--- src/bcea_pkg.sv ---
// ==========================================================
// Shared constants for the clock, error and alias registers
package bcea_pkg;
  // ==========================================================
  // Register byte offsets
  localparam logic [7:0] OFF_CLK_STAT = 8'h68;  // Clock gating + error cause
  localparam logic [7:0] OFF_PORT_OPT = 8'h74;  // Retry match options
  // ==========================================================
  // Clock gating field layout
  localparam int NUM_PAIR_CLKS = 4;             // Outputs with a 2-bit field
  localparam int SINGLE_CLK_LSB = 8;            // First single-bit field
  localparam int CLK_RSV_LSB = 14;              // Reserved bits 15:14
  localparam logic [13:0] CLK_CTL_RST = 14'h0000;  // All outputs running
  // ==========================================================
  // Error cause status field
  localparam int STAT_LSB = 16;                 // Status byte lane 2
  localparam logic [7:0] STAT_RST = 8'h00;
  // ==========================================================
  // Port option bits
  localparam int OPT_PRI_RD = 1;                // Primary read alias
  localparam int OPT_PRI_WR = 2;                // Primary write alias
  localparam int OPT_SEC_RD = 3;                // Secondary read alias
  localparam int OPT_SEC_WR = 4;                // Secondary write alias
  localparam int OPT_PRI_LM = 5;                // Primary line/multiple alias
  localparam logic [5:1] OPT_RST = 5'h15;       // Bits 1,3,5 set
  // ==========================================================
  // Bus command codes used by retry matching
  typedef enum logic [3:0] {
    plain_memory_read_cmd = 4'h6,
    plain_memory_write_cmd = 4'h7,
    read_multiple_cmd = 4'hC,
    read_line_cmd = 4'hE,
    write_invalidate_cmd = 4'hF
  } bcea_cmd_t;
endpackage

--- src/bcea_match_if.sv ---
`timescale 1ns/1ps
// ==========================================================
// Carries one port's retry comparison into the matcher
interface bcea_match_if;
  logic [3:0] queued_cmd;   // Command held in the request queue
  logic [3:0] retry_cmd;    // Command of the retried cycle
  logic rd_alias;           // Read line/multiple may match plain read
  logic wr_alias;           // Write-invalidate may match plain write
  logic lm_alias;           // Read line and multiple interchange
  logic match;              // Comparison result
  modport owner (output queued_cmd, retry_cmd, rd_alias, wr_alias, lm_alias, input match);
  modport matcher (input queued_cmd, retry_cmd, rd_alias, wr_alias, lm_alias, output match);
endinterface

--- src/bcea_regs.sv ---
`timescale 1ns/1ps
// Summary of operation
// - Pair-field clock runs if any bit zero
// - Pair-field clock stops when both bits set
// - Single bits 8-13 stop outputs 4-9 low
// - Clock bits 15:14 read zero, writes ignored
// - Bit 16: address parity error raised error
// - Bit 17: posted write data parity error
// - Bit 18: posted write never delivered
// - Bit 19: target abort on posted write
// - Bit 20: master abort on posted write
// - Bit 21: delayed write never delivered
// - Bit 22: delayed read got no data
// - Bit 23: delayed transaction master timeout
// - Option bit 0 always reads zero
// - Primary read alias, reset one
// - Primary write-invalidate alias, reset zero
// - Secondary read alias, reset one
// - Secondary write-invalidate alias, reset zero
// - Primary line/multiple interchange, reset one
// - Status sets only when enabled, unmasked
module bcea_regs #(
  parameter int NUM_CLKS = 10
) (
  // Clock and reset
  input wire logic mclk,
  input wire logic rst,
  // Configuration access
  input wire logic cfg_wr,
  input wire logic cfg_rd,
  input wire logic [7:0] cfg_addr,
  input wire logic [3:0] cfg_be,
  input wire logic [31:0] cfg_wdata,
  output logic [31:0] cfg_rdata,
  output logic cfg_rd_ack,
  // Error events from the bridge core
  input wire logic [7:0] err_event,
  input wire logic [7:0] err_report_disable,
  input wire logic serr_enable,
  // Primary system error pin, open drain
  output logic primary_system_error_out_o,
  output logic primary_system_error_out_oe_n,
  // Secondary clock pins
  output logic [NUM_CLKS-1:0] secondary_clock_outputs,
  // Primary retry matching
  input wire logic pri_retry_valid,
  input wire logic [3:0] pri_queued_cmd,
  input wire logic [3:0] pri_retry_cmd,
  output logic pri_retry_match,
  // Secondary retry matching
  input wire logic sec_retry_valid,
  input wire logic [3:0] sec_queued_cmd,
  input wire logic [3:0] sec_retry_cmd,
  output logic sec_retry_match
);

  // ==========================================================
  // Register storage
  logic [13:0] clk_ctl_r;       // Gating fields, reserved bits not stored
  logic [13:0] clk_ctl_nxt;
  logic [7:0] stat_r;           // Sticky error causes
  logic [7:0] stat_nxt;
  logic [5:1] opt_r;            // Alias enables
  logic [5:1] opt_nxt;
  logic [31:0] rdata_nxt;
  logic phase_r;                // Divided clock source
  logic [NUM_CLKS-1:0] sclk_r;  // Registered clock outputs
  logic [NUM_CLKS-1:0] clk_run; // Per-output enable
  logic [7:0] stat_set;         // Qualified events this cycle
  logic [7:0] stat_clr;         // Write-one-to-clear mask
  logic serr_oe_n_r;            // Pin drive, low while pulling
  logic pri_match_r;
  logic sec_match_r;
  logic hit_clk;                // Access targets 68h
  logic hit_opt;                // Access targets 74h

  // ==========================================================
  // Matchers for the two ports
  bcea_match_if pri_if ();
  bcea_match_if sec_if ();

  // Primary port uses all three alias controls
  assign pri_if.queued_cmd = pri_queued_cmd;
  assign pri_if.retry_cmd = pri_retry_cmd;
  assign pri_if.rd_alias = opt_r[bcea_pkg::OPT_PRI_RD];
  assign pri_if.wr_alias = opt_r[bcea_pkg::OPT_PRI_WR];
  assign pri_if.lm_alias = opt_r[bcea_pkg::OPT_PRI_LM];

  // Secondary line/multiple swap lives in a bit not kept here
  assign sec_if.queued_cmd = sec_queued_cmd;
  assign sec_if.retry_cmd = sec_retry_cmd;
  assign sec_if.rd_alias = opt_r[bcea_pkg::OPT_SEC_RD];
  assign sec_if.wr_alias = opt_r[bcea_pkg::OPT_SEC_WR];
  assign sec_if.lm_alias = 1'b0;

  bcea_retry_match u_pri_match (
    .m(pri_if.matcher)
  );

  bcea_retry_match u_sec_match (
    .m(sec_if.matcher)
  );

  // ==========================================================
  // Address decode, dword granularity
  assign hit_clk = (cfg_addr[7:2] == bcea_pkg::OFF_CLK_STAT[7:2]);
  assign hit_opt = (cfg_addr[7:2] == bcea_pkg::OFF_PORT_OPT[7:2]);

  // ==========================================================
  // Clock gating register write, byte lanes 0 and 1
  always_comb begin
    clk_ctl_nxt = clk_ctl_r;
    if (cfg_wr && hit_clk) begin
      if (cfg_be[0]) begin
        clk_ctl_nxt[7:0] = cfg_wdata[7:0];
      end
      // Bits 15:14 are dropped on write
      if (cfg_be[1]) begin
        clk_ctl_nxt[13:8] = cfg_wdata[13:8];
      end
    end
  end

  // Hold gating fields
  always_ff @(posedge mclk) begin
    if (rst) begin
      clk_ctl_r <= bcea_pkg::CLK_CTL_RST;
    end else begin
      clk_ctl_r <= clk_ctl_nxt;
    end
  end

  // ==========================================================
  // Per-output run decision
  always_comb begin
    clk_run = '0;
    for (int i = 0; i < bcea_pkg::NUM_PAIR_CLKS; i++) begin
      // Stop only when both bits of the pair are one
      clk_run[i] = ~&clk_ctl_r[2*i +: 2];
    end
    for (int i = bcea_pkg::NUM_PAIR_CLKS; i < NUM_CLKS; i++) begin
      // Single bit: zero runs, one stops
      clk_run[i] = ~clk_ctl_r[bcea_pkg::SINGLE_CLK_LSB + i - bcea_pkg::NUM_PAIR_CLKS];
    end
  end

  // Divide by two so every output is a clean registered square wave
  always_ff @(posedge mclk) begin
    if (rst) begin
      phase_r <= 1'b0;
    end else begin
      phase_r <= ~phase_r;
    end
  end

  // Stopped outputs park low; enabling restarts in phase with the rest
  always_ff @(posedge mclk) begin
    if (rst) begin
      sclk_r <= '0;
    end else begin
      for (int i = 0; i < NUM_CLKS; i++) begin
        sclk_r[i] <= clk_run[i] ? ~phase_r : 1'b0;
      end
    end
  end

  // ==========================================================
  // Error cause capture
  always_comb begin
    // Only unmasked events count, and only with error reporting on
    stat_set = err_event & ~err_report_disable & {8{serr_enable}};
    stat_clr = '0;
    if (cfg_wr && hit_clk && cfg_be[2]) begin
      stat_clr = cfg_wdata[bcea_pkg::STAT_LSB +: 8];
    end
    // A new event wins over a clear in the same cycle
    stat_nxt = (stat_r & ~stat_clr) | stat_set;
  end

  // Sticky status bits
  always_ff @(posedge mclk) begin
    if (rst) begin
      stat_r <= bcea_pkg::STAT_RST;
    end else begin
      stat_r <= stat_nxt;
    end
  end

  // Pull the error pin low for one cycle per qualified event
  always_ff @(posedge mclk) begin
    if (rst) begin
      serr_oe_n_r <= 1'b1;
    end else begin
      serr_oe_n_r <= ~|stat_set;
    end
  end

  // ==========================================================
  // Port option register, byte lane 0 only
  always_comb begin
    opt_nxt = opt_r;
    if (cfg_wr && hit_opt && cfg_be[0]) begin
      // Bit 0 is not stored
      opt_nxt = cfg_wdata[5:1];
    end
  end

  // Alias enables
  always_ff @(posedge mclk) begin
    if (rst) begin
      opt_r <= bcea_pkg::OPT_RST;
    end else begin
      opt_r <= opt_nxt;
    end
  end

  // ==========================================================
  // Match results, registered on a valid retry
  always_ff @(posedge mclk) begin
    if (rst) begin
      pri_match_r <= 1'b0;
      sec_match_r <= 1'b0;
    end else begin
      pri_match_r <= pri_retry_valid && pri_if.match;
      sec_match_r <= sec_retry_valid && sec_if.match;
    end
  end

  // ==========================================================
  // Read data mux; unmapped offsets read zero
  always_comb begin
    rdata_nxt = '0;
    if (hit_clk) begin
      // Bits 15:14 and 31:24 read zero
      rdata_nxt[13:0] = clk_ctl_r;
      rdata_nxt[bcea_pkg::STAT_LSB +: 8] = stat_r;
    end else if (hit_opt) begin
      rdata_nxt[5:1] = opt_r;
    end
  end

  // Read answer one cycle after the request
  always_ff @(posedge mclk) begin
    if (rst) begin
      cfg_rdata <= '0;
      cfg_rd_ack <= 1'b0;
    end else begin
      cfg_rd_ack <= cfg_rd;
      if (cfg_rd) begin
        cfg_rdata <= rdata_nxt;
      end
    end
  end

  // ==========================================================
  // Output hookup, all from flip-flops
  assign secondary_clock_outputs = sclk_r;
  assign primary_system_error_out_oe_n = serr_oe_n_r;
  assign pri_retry_match = pri_match_r;
  assign sec_retry_match = sec_match_r;

  // Pin level is always low when driven
  always_ff @(posedge mclk) begin
    primary_system_error_out_o <= 1'b0;
  end
endmodule

--- src/bcea_retry_match.sv ---
`timescale 1ns/1ps
// ==========================================================
// Retry command matcher, one per bus port
module bcea_retry_match (
  bcea_match_if.matcher m
);
  logic exact;   // Same command
  logic rd_hit;  // Aliased read
  logic wr_hit;  // Aliased write
  logic lm_hit;  // Line/multiple swap

  // ==========================================================
  // Compare the retried command against the queued one
  always_comb begin
    exact = (m.retry_cmd == m.queued_cmd);
    // Line or multiple retried against a queued plain read
    rd_hit = m.rd_alias && (m.queued_cmd == bcea_pkg::plain_memory_read_cmd) &&
             ((m.retry_cmd == bcea_pkg::read_line_cmd) ||
              (m.retry_cmd == bcea_pkg::read_multiple_cmd));
    // Write-invalidate retried against a queued plain write
    wr_hit = m.wr_alias && (m.queued_cmd == bcea_pkg::plain_memory_write_cmd) &&
             (m.retry_cmd == bcea_pkg::write_invalidate_cmd);
    // Line and multiple treated as one another
    lm_hit = m.lm_alias &&
             (((m.queued_cmd == bcea_pkg::read_line_cmd) &&
               (m.retry_cmd == bcea_pkg::read_multiple_cmd)) ||
              ((m.queued_cmd == bcea_pkg::read_multiple_cmd) &&
               (m.retry_cmd == bcea_pkg::read_line_cmd)));
    m.match = exact || rd_hit || wr_hit || lm_hit;
  end
endmodule

--- config.mk ---
export PLATFORM = sky130hd
export DESIGN_NAME = bcea_regs
export DESIGN_NICKNAME = d
export VERILOG_FILES = /design/src/bcea_pkg.sv /design/src/bcea_match_if.sv /design/src/bcea_regs.sv /design/src/bcea_retry_match.sv
export SDC_FILE = /design/constraint.sdc
export NUM_CORES = 1
export LEC_CHECK = 0
export ABC_AREA = 1
export BUFFER_PORTS_ARGS = -buffer_cell sky130_fd_sc_hd__buf_2
export CORE_ASPECT_RATIO = 1.1
export CORE_UTILIZATION = 30
export DETAILED_ROUTE_END_ITERATION = 7
export GPL_ROUTABILITY_DRIVEN = 0
export PLACE_DENSITY = 0.66
export SLEW_MARGIN = 5
export SYNTH_ARGS = -nofsm -noshare
export SYNTH_HDL_FRONTEND = slang
export SYNTH_SLANG_ARGS = --single-unit
--- constraint.sdc ---
create_clock -name mclk -period 1.4 [get_ports mclk]
set_input_delay 0.07 -clock mclk [delete_from_list [all_inputs] [get_ports mclk]]
set_output_delay 0.07 -clock mclk [all_outputs]
set_load 0.1 [all_outputs]
### Word-level counts from Yosys, hierarchy flattened

Cells that the tools add are included.

| operators by class | value |
|---|---|
| equality and inequality tests | 16 |
| bitwise operators | 7 |
| muxes and demuxes | 6 |
| reduce and logical (&&, ||, !) cells | 43 |

Operator list:

| cell | number |
|---|---|
| 4-bit == test, second input constant | 8 |
| 8-bit AND | 3 |
| 8-bit two-way mux | 3 |
| 2-bit OR reduction | 10 |
| 1-bit logical AND | 17 |
| 4-bit by 3-bit == test with 1-bit output, second input constant | 4 |
| 8-bit inverter | 2 |
| 6-bit by 5-bit == test with 1-bit output, second input constant | 2 |
| 2-bit AND reduction | 6 |
| 5-bit two-way mux | 2 |
| 4-bit == test | 2 |
| 1-bit logical OR | 8 |
| 8-bit OR | 1 |
| 8-bit OR reduction | 1 |
| 1-bit logical NOT | 1 |
| 1-bit two-way mux | 1 |
| 1-bit inverter | 1 |

| word-level totals | value |
|---|---|
| input port bits | 83 |
| flip-flop bits (word level) | 64 |
| logic and storage cells | 92 |

### Depth between registers and ports, before layout

Gate-level depths: netlist of the first run.

| depth | value |
|---|---|
| depth after elaboration | 7 |
| mapped depth | 8 |
| mapped depth without buffers | 8 |

### Hierarchy

Synthesis of the first run repeated with hierarchy kept, for this count alone.

| unflattened totals | value |
|---|---|
| cells, all modules | 396 |
| area, all modules | 2,846.5 sq um |

Modules (own cells, without submodules):

| module | instances | sequential area each (sq um) | cells an instance | area an instance (sq um) |
|---|---|---|---|---|
| bcea_regs | 1 | 1,281.2 | 318 | 2,533.7 |
| bcea_retry_match | 2 | 0.0 | 39 | 156.4 |

### Worst setup path before layout of the first run

Ideal clock, no wire load.

| timing | value |
|---|---|
| path type | register to register |
| start | register cfg_rdata[0] (netlist name) |
| end | register cfg_rdata[0] |
| arrival time | 1.245 ns |
| buffers on the path | 0 |
| library setup time | 0.071 ns |
| cell stages (with the launch flop) | 3 |
| data required time | 1.329 ns |
| path slack | 0.084 ns |
| cells stage by stage | dfxtp_1 o21ai_0 a21oi_1 |

RTL lines:

| item | RTL line | text |
|---|---|---|
| end signal, assigned | bcea_regs.sv:250 | `cfg_rdata <= rdata_nxt;` |
| end, declared | bcea_regs.sv:34 | `output logic [31:0] cfg_rdata,` |

### Final worst setup path of the first run

| timing | value |
|---|---|
| start | register cfg_rdata[11] |
| end | output port cfg_rdata[11] |

No word-level cell between the ends.

==> reports/qor.yml, run 1 <==
sta:
  finalMaxSlewViolations: 0
  tns_ns: 0
  rsz0062_at_grt: "no"
  hold_viol: 0
  max_freq_mhz: 852
  setup_viol: 0
  period_needed_ns: 1.17
  fin_crit_sh_pct: 83.9
  finClkSkew_ns: 0.00869
logic_synthesis:
  syn_avg_cell_area_um2: 7.43
  synth_area_um2: 2740
  synthCells: 368
  synth_area_leader_cell: "dfxtp_1"
  ys_seq_area_share_pct: 46.8
  yosysWarnings: 0
  ys_types: 27
  synth_area_leaders: "dfxtp_1, a21oi_1, nand2_1"
  synth_top_area_share_pct: 46.8
  synth_seq_cells: 64
floorplan:
  die_area_um2: 9500
  initial_core_util_pct: 30.8
  io_pins: 130
  rows: 36
  die_x_um: 93.0
  coreArea_um2: 8870
  die_h_um: 102
global_routing:
  grt_max_degree: 32
  grt_pass1_vias: 2459
  track_usage_pct: 15.8
  grt_pass1_wl_um: 11500
  grt_overflow: 0
  antenna_found_initial: 0
critical_path:
  required_ns: 1.33
  critPathKind: "flop to output port"
  arrival_ns: 1.10
  crit_path_end_kind: "output port"
  cp_num_buf_inv: 1
  path_max_fanout: 2
  slowest_stage: "buf_2"
  crit_path_cell_trace: "buf_2"
  worst_path_largest_cell_delay_ns: 0.43
  critPathTopFamily: "buffers and inverters"
  critPathLaunchType: "flop"
finish:
  final_cell_mix: "buf_2, dfxtp_1, nand2_1"
  n_fill_cell: 927
  antenna_cells: 0
  drive_gt1_share_pct: 27.5
  syn_to_final_growth_pct: 36.0
  final_nets: 573
  final_common_cell: "buf_2"
hold_path:
  hold_class: "input port to flop"
clock_tree:
  ctsRootBufferMaster: "clkbuf_8"
  cts_sinks: 64
  cts_max_level: 3
  ctsHoldBuffers: 14
  cts_tree: "built"
  insertion_delay_ns: 0.33
  ctsResizeCount: 0
  cts-buffers-inserted: 9
  post_cts_buffers: 0
  clk_pin_slew_worst_paths_ns: 0.07
  clockBufferDepth: 2
power:
  peakVddDrop_mv: 0.610
  p_per_area_nw_per_um2: 1220
  p_total_w: 0.00453
  power.leakage_nw: 1.76
detailed_routing:
  first_pass_iters: 4
  routed_wl_um: 7270
  drtAntennaViolNets: 0
  drt_iter0_drc: 74
  num_vias: 2759
  wire_per_inst_um: 11.9
  viasPerCell: 4.53
  drc_errors: 0
placed_design:
  hpwl_um: 5470
  port_buffers: 105
flow_run:
  maxCapViolCount: 0
outcome:
  outcome: "complete, no violations"
per-stage QoR:
step	util (%)	cell area, um2	worst slack [ns]	hold WS [ns]	std cells
4_1_cts	41.9	3720	0.196	0.00406	609
2_1_floorplan	-	2770	0.0844	0.187	378
6_report	41.9	3720	0.226	0.0242	609
5_1_grt	41.9	3720	0.160	0.0111	609
3_3_place_gp	38.0	3370	0.168	0.310	579
3_5_place_dp	38.0	3370	0.133	0.313	579
registers in the layout, summed over array words and instances (netlist names):
| register | count |
|---|---|
| clk_ctl_r | 14 |
| primary_system_error_out_oe_n | 1 |
| stat_r | 8 |
| opt_r | 5 |
| sec_retry_match | 1 |
| secondary_clock_outputs | 10 |
| phase_r | 1 |
| cfg_rdata | 22 |
| cfg_rd_ack | 1 |
| pri_retry_match | 1 |
cell families (layout without fill, tap and decap cells):
group	Yosys count	in the layout	share of synthesized area [%]
AOI/OAI and AO/OA	83	83	15.7
DFF	64	64	46.8
and+or+nand+nor	148	148	24.6
buffers and inverters	68	185	11.4
xor gates and xnor gates	4	4	1.28
other	1	11	0.137
layer usage:
metal	share of wire, %	GRT usage (%)	routed length (um)	vias up
li1	-	-	-	1418
met5	0	0	0	-
met2	50	27.1	3610	85
met4	1.0	4.26	76	0
met3	5.3	4.99	387	8
met1	44	19.0	3200	1248
power breakdown:
group	switching [W]	internal (W)
Clock	0.000713	0.000913
Sequential	0.0000272	0.00189
Combinational	0.000770	0.000218
Total	0.00151	0.00302
path summary, 6_finish.rpt:
check                                   start                         end  slack, ns  depth (start not counted)
worst max-delay path            cfg_rdata[11]               cfg_rdata[11]       0.23                          1
worst min-delay path             err_event[3]                   stat_r[3]       0.02                          3
worst max register to register        phase_r  secondary_clock_outputs[7]       0.32                          3
worst min register to register   clk_ctl_r[8]  secondary_clock_outputs[4]       0.45                          1
Yosys cell counts:
master      n
nand2_4     1
buf_6       1
nand3b_1    1
nor2_8      1
and3_1      1
o211ai_1    4
nand4_1     5
nor2_1     42
nand3_4     1
clkinv_2    1
xnor2_1     4
a21oi_1    42
conb_1      1
dfxtp_1    64
o21ai_0    35
o22ai_1     1
buf_1       1
inv_1      41
nor2_2      2
clkbuf_1   10
nand2_1    56
nor3b_1     1
buf_2       2
buf_4      12
nor2_4      1
nand3_1    36
o2111ai_1   1
layout make-up:
| class | count | area (um2) | area share [%] |
|---|---|---|---|
| well taps | 114 | 143 | 3.83 |
| inverters | 42 | 159 | 4.27 |
| multi-input cells | 246 | 1180 | 31.7 |
| repair buffers | 127 | 751 | 20.2 |
| clock inverters | 5 | 55.1 | 1.48 |
| flip-flops and latches | 64 | 1280 | 34.4 |
| clock buffers | 11 | 151 | 4.07 |
Note: power is estimated with default switching activity, not from simulation.
==> inputs of run 2 (changes only) <==
- PLACE_DENSITY: 0.66 -> 0.68
- clock period: 1.4 -> 1 ns (I/O delays scaled with it)
==> reports/qor.yml, run 2 (synthesis gave the netlist of run 1 again) <==
critical_path:
  critPathTopFamily: "flip-flops"
  crit_path_cell_trace: "buf_12"
  crit_path_end_kind: "output port"
  cp_num_buf_inv: 1
  slowest_stage: "dfxtp_1"
  r2r_cells: 6
  critPathLaunchType: "flop"
  path_max_fanout: 1
  worst_path_largest_cell_delay_ns: 0.38
  critPathKind: "flop to output port"
  arrival_ns: 0.90
  required_ns: 0.95
  regToRegSetupSlack_ns: 0.14
  cp_num_cells: 1
detailed_routing:
  routed_wl_um: 7570
  drtAntennaViolNets: 0
  num_vias: 2805
  drc_errors: 0
  viasPerCell: 4.50
  wire_per_inst_um: 12.2
  drt_iter0_drc: 83
  first_pass_iters: 4
sta:
  setup_ws_ns: 0.0533
  finClkSkew_ns: 0.00725
  max_freq_mhz: 1060
  setup_viol: 0
  fin_crit_sh_pct: 94.7
  finalMaxSlewViolations: 0
  hold_viol: 0
  rsz0062_at_grt: "no"
  period_needed_ns: 0.947
clock_tree:
  post_cts_buffers: 0
  cts-buffers-inserted: 9
  ctsRootBufferMaster: "clkbuf_8"
  cts_sinks: 64
  insertion_delay_ns: 0.33
  cts_max_level: 3
  clk_pin_slew_worst_paths_ns: 0.07
  clockBufferDepth: 2
  cts_tree: "built"
placed_design:
  preCtsSetupSlack_ns: -0.101
  hpwl_um: 5760
  placed_cells: 586
  port_buffers: 105
floorplan:
  rows: 36
  initial_core_util_pct: 30.8
  coreArea_um2: 8870
  die_area_um2: 9500
  die_x_um: 93.0
  die_h_um: 102
  io_pins: 130
global_routing:
  antenna_found_initial: 1
  grt_pass1_wl_um: 12700
  track_usage_pct: 17.0
  grt_pass1_vias: 2831
  grt_overflow: 0
  grt_max_degree: 24
finish:
  max_flop_register: "cfg_rdata"
  final_nets: 587
  n_fill_cell: 841
  syn_to_final_growth_pct: 60.2
  antenna_cells: 0
  stdcell_count: 623
  largest_reg_flops: 22
  drive_gt1_share_pct: 32.6
  final_cell_mix: "buf_2, nand2_1, nor2_1, a21oi_1, dfxtp_1"
  final_common_cell: "buf_2"
power:
  peakVddDrop_mv: 0.852
  p_per_area_nw_per_um2: 1440
  power.leakage_nw: 1.95
  p_total_w: 0.00632
outcome:
  outcome: "complete, no violations"
hold_path:
  hold_depth: 4
  hold_class: "input port to flop"
flow_run:
  maxCapViolCount: 0
==> run 2: layout make-up <==
class	instances	area (um2)	share of cell area, %
timing repair buffer	141	1410	32.3
sequential	64	1310	29.9
multi-input combinational	246	1180	27.0
tap	114	143	3.26
clock inverter	6	35.0	0.800
clock buffer	10	138	3.14
inverter	42	159	3.63
==> run 2: through the flow <==
step | TNS [ns] | area [um2] | hold slack [ns] | util (%)
global route | 0 | 4380 | 0.0143 | 49.4
CTS | 0 | 4380 | 0.00212 | 49.3
detailed placement | -1.55 | 3990 | 0.295 | 45.0
finish | 0 | 4380 | 0.0189 | 49.4
floorplan | 0 | 2800 | 0.167 | -
global placement | -0.878 | 3990 | 0.288 | 45.0
==> run 2: final timing paths <==
check,from,endpoint
setup reg to reg,opt_r[1],pri_retry_match
setup / recovery,secondary_clock_outputs[7],secondary_clock_outputs[7]
hold / removal,cfg_wdata[23],stat_r[7]
hold reg to reg,clk_ctl_r[10],secondary_clock_outputs[6]
==> run 2: layer usage <==
metal / GRT usage, % / wire (um) / up-vias
li1: - / - / 1445
met1: 19.9 / 3220 / 1265
met4: 6.04 / 55 / 0
met2: 30.4 / 3920 / 88
met3: 3.94 / 372 / 7
met5: 0 / 0 / -
==> run 2: timing repair <==
action	in CTS	in global routing
endpoints found under the hold margin	22	0
hold buffers	21	0
gates resized for setup	0	1
setup endpoints to repair	0	1
==> run 2: power breakdown <==
part | internal [W] | switching [W] | total (W) | leakage (nW)
registers | 0.00266 | 0.0000865 | 0.00275 | 0.533
logic | 0.000569 | 0.00108 | 0.00165 | 1.33
clock network | 0.000948 | 0.000975 | 0.00192 | 0.0878
